[config.mk]
export PLATFORM = sky130hd
export DESIGN_NAME = cfbs_steer
export DESIGN_NICKNAME = d
export VERILOG_FILES = /design/src/inc/cfbs_pkg.sv /design/src/cfbs_dest_select.sv /design/src/cfbs_steer.sv /design/src/cfbs_w0c_flags.sv
export SDC_FILE = /design/constraint.sdc
export NUM_CORES = 1
export LEC_CHECK = 0
export BUFFER_PORTS_ARGS = -buffer_cell sky130_fd_sc_hd__buf_4
export CELL_PAD_IN_SITES_DETAIL_PLACEMENT = 0
export CELL_PAD_IN_SITES_GLOBAL_PLACEMENT = 1
export CORE_ASPECT_RATIO = 1.4
export CORE_MARGIN = 1
export CORE_UTILIZATION = 35
export CTS_CLUSTER_DIAMETER = 50
export DETAILED_ROUTE_END_ITERATION = 12
export HOLD_SLACK_MARGIN = 0.05
export PLACE_DENSITY = 0.61
export SLEW_MARGIN = 20
export SYNTH_ARGS = -nofsm -noshare
export SYNTH_HDL_FRONTEND = slang
export SYNTH_SLANG_ARGS = --single-unit
[constraint.sdc]
create_clock -name pclk -period 3.2 [get_ports pclk]
set_clock_uncertainty 0.05 [all_clocks]
set_input_delay 0.32 -clock pclk [delete_from_list [all_inputs] [get_ports pclk]]
set_output_delay 0.32 -clock pclk [all_outputs]
set_load 0.02 [all_outputs]
[src/inc/cfbs_pkg.sv]
// Constants and types for the CAN filter buffer steering block
// Overview of operation
// - Filters 0-3 destinations in first register
// - Filters 4-7 destinations in second register
// - Filters 8-11 destinations in third register
// - Destination 1111 stores message in FIFO
// - Destination 0-14 stores in that buffer
// - Destination fields read/write, reset to zero
// - Only enabled filters steer messages
// - Buffer write sets full; software clears
// - Hit on full buffer sets overflow flag
package cfbs_pkg;
  localparam int NUM_FILTERS = 16;
  localparam int NUM_BUFS = 15;
  localparam int DEST_W = 4;
  localparam logic [3:0] DEST_FIFO = 4'hf;
  // Register byte offsets
  localparam logic [7:0] OFS_DEST0 = 8'h00;
  localparam logic [7:0] OFS_DEST1 = 8'h04;
  localparam logic [7:0] OFS_DEST2 = 8'h08;
  localparam logic [7:0] OFS_DEST3 = 8'h0c;
  localparam logic [7:0] OFS_ENABLE = 8'h10;
  localparam logic [7:0] OFS_FULL = 8'h14;
  localparam logic [7:0] OFS_OVF = 8'h18;
  localparam logic [7:0] OFS_IRQ_STAT = 8'h1c;
  localparam logic [7:0] OFS_IRQ_MASK = 8'h20;
  localparam logic [7:0] OFS_LAST_HIT = 8'h24;
  // Reset values
  localparam logic [15:0] RST_DEST = 16'h0000;
  localparam logic [15:0] RST_ENABLE = 16'hffff;
  localparam logic [2:0] RST_IRQ_MASK = 3'h0;
  // Interrupt status bit positions
  localparam int IRQ_BUF = 0;
  localparam int IRQ_FIFO = 1;
  localparam int IRQ_OVF = 2;
  localparam int IRQ_W = 3;
  typedef enum logic [2:0] {
    CFBS_IDLE = 3'b001,
    CFBS_STORE = 3'b010,
    CFBS_DROP = 3'b100
  } cfbs_state_t;
endpackage

[src/cfbs_dest_select.sv]
`timescale 1ns/1ps
// Per-filter destination field slicing and hit selection
module cfbs_dest_select #(
  parameter int NUM_FILTERS = 16
) (
  input wire logic [63:0] dest_regs,
  input wire logic [3:0] hit_index,
  output logic [3:0] dest_out
);
  logic [3:0] field [NUM_FILTERS];

  // Filter n lives in nibble n of the packed four registers
  genvar g;
  generate
    for (g = 0; g < NUM_FILTERS; g++) begin : g_field
      assign field[g] = dest_regs[4*g +: 4];
    end
  endgenerate

  assign dest_out = field[hit_index];
endmodule // cfbs_dest_select

[src/cfbs_steer.sv]
// Decided for this implementation: the APB interface to the registers and the register offsets.
`timescale 1ns/1ps
// CAN receive filter-hit to buffer steering with APB registers
module cfbs_steer #(
  parameter int NUM_FILTERS = 16,
  parameter int NUM_BUFS = 15
) (
  input wire logic pclk,
  input wire logic presetn,
  input wire logic psel,
  input wire logic penable,
  input wire logic pwrite,
  input wire logic [7:0] paddr,
  input wire logic [31:0] pwdata,
  output logic [31:0] prdata,
  output logic pready,
  output logic pslverr,
  input wire logic accept_valid,
  input wire logic [3:0] accept_filter,
  input wire logic msg_done,
  output logic buf_wr_ff,
  output logic [3:0] buf_idx_ff,
  output logic fifo_wr_ff,
  output logic [NUM_FILTERS-1:0] filter_enable_ff,
  output logic irq_ff
);
  logic [15:0] dest_ff [4];
  logic [15:0] filter_enable_q;
  logic [2:0] irq_stat_ff;
  logic [2:0] irq_mask_ff;
  logic [3:0] held_dest_ff;
  logic [3:0] last_filter_ff;
  cfbs_pkg::cfbs_state_t state_ff;
  cfbs_pkg::cfbs_state_t nxt_state;
  logic [63:0] dest_flat;
  logic [3:0] sel_dest;
  logic wr_acc;
  logic rd_acc;
  logic hit;
  logic to_fifo;
  logic buf_full_hit;
  logic [NUM_BUFS-1:0] full_set;
  logic [NUM_BUFS-1:0] ovf_set;
  logic [NUM_BUFS-1:0] full_flags;
  logic [NUM_BUFS-1:0] ovf_flags;
  logic [2:0] irq_ev;
  logic [31:0] rd_mux;
  logic rd_err;
  logic clr_full;
  logic clr_ovf;

  // APB strobes; every access completes in its first access cycle
  assign wr_acc = psel && penable && pwrite;
  assign rd_acc = psel && !penable && !pwrite;

  // Pack the four destination registers for nibble slicing
  assign dest_flat = {dest_ff[3], dest_ff[2], dest_ff[1], dest_ff[0]};

  cfbs_dest_select #(
    .NUM_FILTERS(NUM_FILTERS)
  ) u_sel (
    .dest_regs(dest_flat),
    .hit_index(accept_filter),
    .dest_out(sel_dest)
  );

  // Disabled filters never steer anything
  assign hit = accept_valid && filter_enable_q[accept_filter];
  assign to_fifo = (sel_dest == cfbs_pkg::DEST_FIFO);
  assign buf_full_hit = !to_fifo && full_flags[sel_dest];

  // Destination registers, reset to buffer 0 for every filter
  genvar r;
  generate
    for (r = 0; r < 4; r++) begin : g_dest
      always_ff @(posedge pclk or negedge presetn) begin
        if (!presetn) begin
          dest_ff[r] <= cfbs_pkg::RST_DEST;
        end else if (wr_acc && paddr == cfbs_pkg::OFS_DEST0 + 8'(4*r)) begin
          dest_ff[r] <= pwdata[15:0];
        end
      end
    end
  endgenerate

  // Filter enable register
  always_ff @(posedge pclk or negedge presetn) begin
    if (!presetn) begin
      filter_enable_q <= cfbs_pkg::RST_ENABLE;
    end else if (wr_acc && paddr == cfbs_pkg::OFS_ENABLE) begin
      filter_enable_q <= pwdata[15:0];
    end
  end
  assign filter_enable_ff = filter_enable_q[NUM_FILTERS-1:0];

  // Steering state: the destination is latched at acceptance so a
  // software rewrite mid-frame cannot split one message
  always_comb begin
    nxt_state = state_ff;
    case (state_ff)
      cfbs_pkg::CFBS_IDLE: begin
        if (hit && buf_full_hit) begin
          nxt_state = cfbs_pkg::CFBS_DROP;
        end else if (hit) begin
          nxt_state = cfbs_pkg::CFBS_STORE;
        end
      end
      cfbs_pkg::CFBS_STORE: begin
        if (msg_done) begin
          nxt_state = cfbs_pkg::CFBS_IDLE;
        end
      end
      cfbs_pkg::CFBS_DROP: begin
        if (msg_done) begin
          nxt_state = cfbs_pkg::CFBS_IDLE;
        end
      end
      default: nxt_state = cfbs_pkg::CFBS_IDLE;
    endcase
  end

  always_ff @(posedge pclk or negedge presetn) begin
    if (!presetn) begin
      state_ff <= cfbs_pkg::CFBS_IDLE;
    end else begin
      state_ff <= nxt_state;
    end
  end

  // Capture destination and filter number at acceptance
  always_ff @(posedge pclk or negedge presetn) begin
    if (!presetn) begin
      held_dest_ff <= 4'h0;
      last_filter_ff <= 4'h0;
    end else if (state_ff == cfbs_pkg::CFBS_IDLE && hit) begin
      held_dest_ff <= sel_dest;
      last_filter_ff <= accept_filter;
    end
  end

  // Store strobes fire at end of message using the held destination
  always_ff @(posedge pclk or negedge presetn) begin
    if (!presetn) begin
      buf_wr_ff <= 1'b0;
      fifo_wr_ff <= 1'b0;
      buf_idx_ff <= 4'h0;
    end else begin
      buf_wr_ff <= 1'b0;
      fifo_wr_ff <= 1'b0;
      if (state_ff == cfbs_pkg::CFBS_STORE && msg_done) begin
        if (held_dest_ff == cfbs_pkg::DEST_FIFO) begin
          fifo_wr_ff <= 1'b1;
        end else begin
          buf_wr_ff <= 1'b1;
          buf_idx_ff <= held_dest_ff;
        end
      end
    end
  end

  // Flag events per buffer
  genvar b;
  generate
    for (b = 0; b < NUM_BUFS; b++) begin : g_evt
      assign full_set[b] = state_ff == cfbs_pkg::CFBS_STORE && msg_done
        && held_dest_ff == 4'(b);
      assign ovf_set[b] = state_ff == cfbs_pkg::CFBS_IDLE && hit
        && buf_full_hit && sel_dest == 4'(b);
    end
  endgenerate

  assign clr_full = wr_acc && paddr == cfbs_pkg::OFS_FULL;
  assign clr_ovf = wr_acc && paddr == cfbs_pkg::OFS_OVF;

  cfbs_w0c_flags #(
    .WIDTH(NUM_BUFS)
  ) u_full (
    .pclk(pclk),
    .presetn(presetn),
    .set_vec(full_set),
    .clr_en(clr_full),
    .clr_data(pwdata[NUM_BUFS-1:0]),
    .flags_ff(full_flags)
  );

  cfbs_w0c_flags #(
    .WIDTH(NUM_BUFS)
  ) u_ovf (
    .pclk(pclk),
    .presetn(presetn),
    .set_vec(ovf_set),
    .clr_en(clr_ovf),
    .clr_data(pwdata[NUM_BUFS-1:0]),
    .flags_ff(ovf_flags)
  );

  // Interrupt events: buffer store, FIFO store, overflow
  assign irq_ev[cfbs_pkg::IRQ_BUF] = |full_set;
  assign irq_ev[cfbs_pkg::IRQ_FIFO] = state_ff == cfbs_pkg::CFBS_STORE
    && msg_done && held_dest_ff == cfbs_pkg::DEST_FIFO;
  assign irq_ev[cfbs_pkg::IRQ_OVF] = |ovf_set;

  // Sticky status, write one to clear; a new event wins
  always_ff @(posedge pclk or negedge presetn) begin
    if (!presetn) begin
      irq_stat_ff <= 3'h0;
    end else if (wr_acc && paddr == cfbs_pkg::OFS_IRQ_STAT) begin
      irq_stat_ff <= (irq_stat_ff & ~pwdata[2:0]) | irq_ev;
    end else begin
      irq_stat_ff <= irq_stat_ff | irq_ev;
    end
  end

  always_ff @(posedge pclk or negedge presetn) begin
    if (!presetn) begin
      irq_mask_ff <= cfbs_pkg::RST_IRQ_MASK;
    end else if (wr_acc && paddr == cfbs_pkg::OFS_IRQ_MASK) begin
      irq_mask_ff <= pwdata[2:0];
    end
  end

  // Registered level interrupt, one cycle behind status
  always_ff @(posedge pclk or negedge presetn) begin
    if (!presetn) begin
      irq_ff <= 1'b0;
    end else begin
      irq_ff <= |(irq_stat_ff & irq_mask_ff);
    end
  end

  // Read mux; unmapped addresses answer with an error
  always_comb begin
    rd_mux = 32'h0000_0000;
    rd_err = 1'b0;
    case (paddr)
      cfbs_pkg::OFS_DEST0: rd_mux = {16'h0000, dest_ff[0]};
      cfbs_pkg::OFS_DEST1: rd_mux = {16'h0000, dest_ff[1]};
      cfbs_pkg::OFS_DEST2: rd_mux = {16'h0000, dest_ff[2]};
      cfbs_pkg::OFS_DEST3: rd_mux = {16'h0000, dest_ff[3]};
      cfbs_pkg::OFS_ENABLE: rd_mux = {16'h0000, filter_enable_q};
      cfbs_pkg::OFS_FULL: rd_mux = {17'h0, full_flags};
      cfbs_pkg::OFS_OVF: rd_mux = {17'h0, ovf_flags};
      cfbs_pkg::OFS_IRQ_STAT: rd_mux = {29'h0, irq_stat_ff};
      cfbs_pkg::OFS_IRQ_MASK: rd_mux = {29'h0, irq_mask_ff};
      cfbs_pkg::OFS_LAST_HIT: rd_mux = {28'h0, last_filter_ff};
      default: rd_err = 1'b1;
    endcase
  end

  // Read data captured in setup; pready pulses in access phase
  always_ff @(posedge pclk or negedge presetn) begin
    if (!presetn) begin
      prdata <= 32'h0000_0000;
      pready <= 1'b0;
      pslverr <= 1'b0;
    end else begin
      pready <= psel && !penable;
      pslverr <= psel && !penable && rd_err;
      if (rd_acc) begin
        prdata <= rd_mux;
      end
    end
  end
endmodule // cfbs_steer

[src/cfbs_w0c_flags.sv]
`timescale 1ns/1ps
// Sticky flag bank, set by hardware, cleared by writing zero
module cfbs_w0c_flags #(
  parameter int WIDTH = 15
) (
  input wire logic pclk,
  input wire logic presetn,
  input wire logic [WIDTH-1:0] set_vec,
  input wire logic clr_en,
  input wire logic [WIDTH-1:0] clr_data,
  output logic [WIDTH-1:0] flags_ff
);
  // Set beats a simultaneous clear so no event is lost
  always_ff @(posedge pclk or negedge presetn) begin
    if (!presetn) begin
      flags_ff <= '0;
    end else if (clr_en) begin
      flags_ff <= (flags_ff & clr_data) | set_vec;
    end else begin
      flags_ff <= flags_ff | set_vec;
    end
  end
endmodule // cfbs_w0c_flags
==> flow_summary.yaml <==
yosys:
  synthTopCellsByArea: "dfrtp_1 45%, mux2_2 14%, dfstp_2 6.0%, mux4_2 4.2%, o21ai_0 4.0%"
  synth.distinct_cells: 51
  netlist_area_mm2: 0.007457
  ys_ff_latch: 152
  yosysTopAreaCell: "dfrtp_1"
  ys_seq_area_frac: 0.5129
  async_flop_share: 1.000
  synth.most_common_cell: "dfrtp_1"
  yosysTopAreaCellShare: 0.4530
  yosysWarnings: 0
  syn_inst: 614
  yosys-top-cells-count: "135 x dfrtp_1, 96 x mux2_2, 60 x o21ai_0, 43 x nor2_1, 28 x clkbuf_1"
  synth-edff-count: 0
  synth_ff_type: "dfrtp_1"
  avgSynthCellArea_um2: 12.15
floorplanning:
  core_mm2: 0.02071
  die_x_um: 125.4
  die_y_um: 174.7
  fp.dieArea_mm2: 0.02190
  rows: 62
  start_util: 0.3600
  io_pins: 108
global_route:
  grt_max_degree: 70
  grtUsageMet2: 0.3745
  grt_pass1_vias: 5793
  grt.overflow.total: 0
  track_usage: 0.2252
  busiest_layer: "met2"
  antenna_found_initial: 0
  grt_use_met1: 0.2930
  grtUsageMet3: 0.04133
  grt_first_pass_wirelength_um: 36490
sta:
  rsz0062_at_grt: "false"
  tightest_slew_ns: 0.9614
  fin_setup_tns_ns: 0
  min_period_over_period: 0.8884
  maxClockFrequency_ghz: 0.3518
  setup_viol: 0
  hold_viol: 0
  finalMaxSlewViolations: 0
  period_minus_slack_ns: 2.843
  relSlewSlack: 0.3575
clocking:
  clockRootBuffer: "clkbuf_16"
  cts_inserted_buffers: 17
  cts_tree: "yes"
  path_clk_slew_ns: 0.06
  clockBufferDepth: 2
  clk_latency_ns: 0.43
  htreeDepth: 4
  cts.sinks: 152
routing:
  drtIter0Drc: 568
  antenna_left: 0
  num_vias: 5629
  drt-total-wl_um: 23650
  drt-vias-per-instance: 5.803
  wl_per_cell_um: 24.38
  first_pass_iters: 9
  drc: 10
run_status:
  violations: "DRC"
  status: "finished, violations left"
final_layout:
  n_antenna_cell: 0
  final_nets: 752
  area.growth.synth_to_final_pct: 19.18
  finalInstanceArea_mm2: 0.008887
  drive_gt1_frac: 0.3641
job:
  cap_violations: 0
worst_setup_path:
  worstSetupPathType: "reg2reg"
  rr_worst_depth: 7
  cp-start-kind: "register"
  reg2reg_from: "dest_ff[60]$_DFFE_PN0P_"
  critPathRequiredTime_ns: 3.48
  regToRegEndpoint: "u_ovf.flags_ff[2]$_DFF_PN0_"
  critPathArrivalTime_ns: 3.13
  r2r_slack_ns: 0.36
  cp_max_fo: 8
  critPathCaptureType: "register"
hold_path:
  hold_depth: 3
  min_to: "pready$_DFF_PN0_"
  hold_class: "in2reg"
  hold_start: "psel"
power_and_ir_drop:
  power_density_mw_per_mm2: 484.1
  peakVddDrop_mv: 0.3104
  power_leakage_nw: 4.118
placement:
  port-buffer-count: 75
  dp_hpwl_um: 16780
  placed_area_mm2: 0.008334
  routabilityCongestion: 0.8640
## cell type report
class | instances | area (um^2)
fillers | 1933 | 11830
flip-flops and latches | 152 | 3825
multi-input cells | 419 | 3397
repair buffers | 101 | 764.5
clock buffers | 27 | 493.0
well taps | 256 | 320.3
clock inverters | 5 | 50.05
inverters | 10 | 37.54
## worst max-delay path, cell delays in order, from the launching register on
cell      delay (ns)
dfrtp_1         0.40
mux4_1          0.56
mux2_2          0.33
mux2_2          0.39
mux2i_1         0.27
o221ai_2        0.21
nand4b_1        0.30
o21ai_0         0.23
## placed cells by master (no fill, tap or decap), types with 13 or more instances in the layout
cell and count:
a22oi_1 26, clkbuf_16 17, nand2_1 27, mux2_2 96, buf_4 99, o21ai_0 60, a222oi_1 13, dfstp_2 17
dfrtp_1 135, mux4_2 14, nor2_1 42, conb_1 16
## how the worst max path moves through the flow
stage / from / endpoint / slack [ns] / cells past startpoint
floorplan: accept_filter[2] / held_dest_ff[2]$_DFFE_PN0P_ / 0.54 / 7
global placement: accept_filter[1] / u_ovf.flags_ff[0]$_DFF_PN0_ / 0.23 / 8
detailed placement: accept_filter[1] / u_ovf.flags_ff[2]$_DFF_PN0_ / 0.19 / 8
CTS: dest_ff[60]$_DFFE_PN0P_ / u_ovf.flags_ff[2]$_DFF_PN0_ / 0.36 / 7
global route: dest_ff[61]$_DFFE_PN0P_ / u_ovf.flags_ff[2]$_DFF_PN0_ / 0.20 / 7
finish: dest_ff[60]$_DFFE_PN0P_ / u_ovf.flags_ff[2]$_DFF_PN0_ / 0.36 / 7
## power breakdown
part / internal, W / leakage [nW] / switching (W)
Combinational: 0.000139 / 1.83 / 0.000227
Clock: 0.00113 / 0.269 / 0.000789
Sequential: 0.00198 / 2.02 / 0.0000376
Total: 0.00325 / 4.12 / 0.00105
## stage by stage
stage	util	std cells	hold WS [ns]	worst slack, ns	power, W
6_report	0.4291	970	0.1223	0.3572	0.004302
5_1_grt	0.4291	970	0.1285	0.2043	0.004435
4_1_cts	0.4291	970	0.1112	0.3584	0.004321
3_5_place_dp	0.4024	937	0.3329	0.1868	0.002423
3_3_place_gp	0.4024	937	0.3247	0.2338	0.002415
2_1_floorplan	-	629	-0.02559	0.5367	0.002233
## what timing repair did
item,4_1_cts,5_1_grt
gates resized for setup,0,0
setup buffers,0,0
hold endpoints to repair,62,0
hold buffers,1,0
endpoints found under the setup margin,0,0
## registers in the layout, summed over array words and instances (netlist names), 3 cells and up
| name | count |
|---|---|
| irq_stat_ff | 3 |
| u_full.flags_ff | 15 |
| state_ff | 3 |
| u_ovf.flags_ff | 15 |
| dest_ff | 64 |
| irq_mask_ff | 3 |
| held_dest_ff | 4 |
| buf_idx_ff | 4 |
| last_filter_ff | 4 |
| prdata | 16 |
| filter_enable_ff | 16 |
## per-layer routing
metal,up-vias,share of wire
met1,2881,0.43
met4,0,0.023
met3,38,0.060
met5,-,0
li1,2475,-
met2,235,0.49
## cells by family after synthesis
logic type / count (synthesis) / share of synthesized area
compound gates: 157 / 0.1424
buf+inv: 58 / 0.03943
mux: 128 / 0.2289
flops: 152 / 0.5129
xor+xnor: 1 / 0.001175
simple gates: 117 / 0.07467
other cells: 1 / 0.0005029
Power figures use the tool's default switching activity.
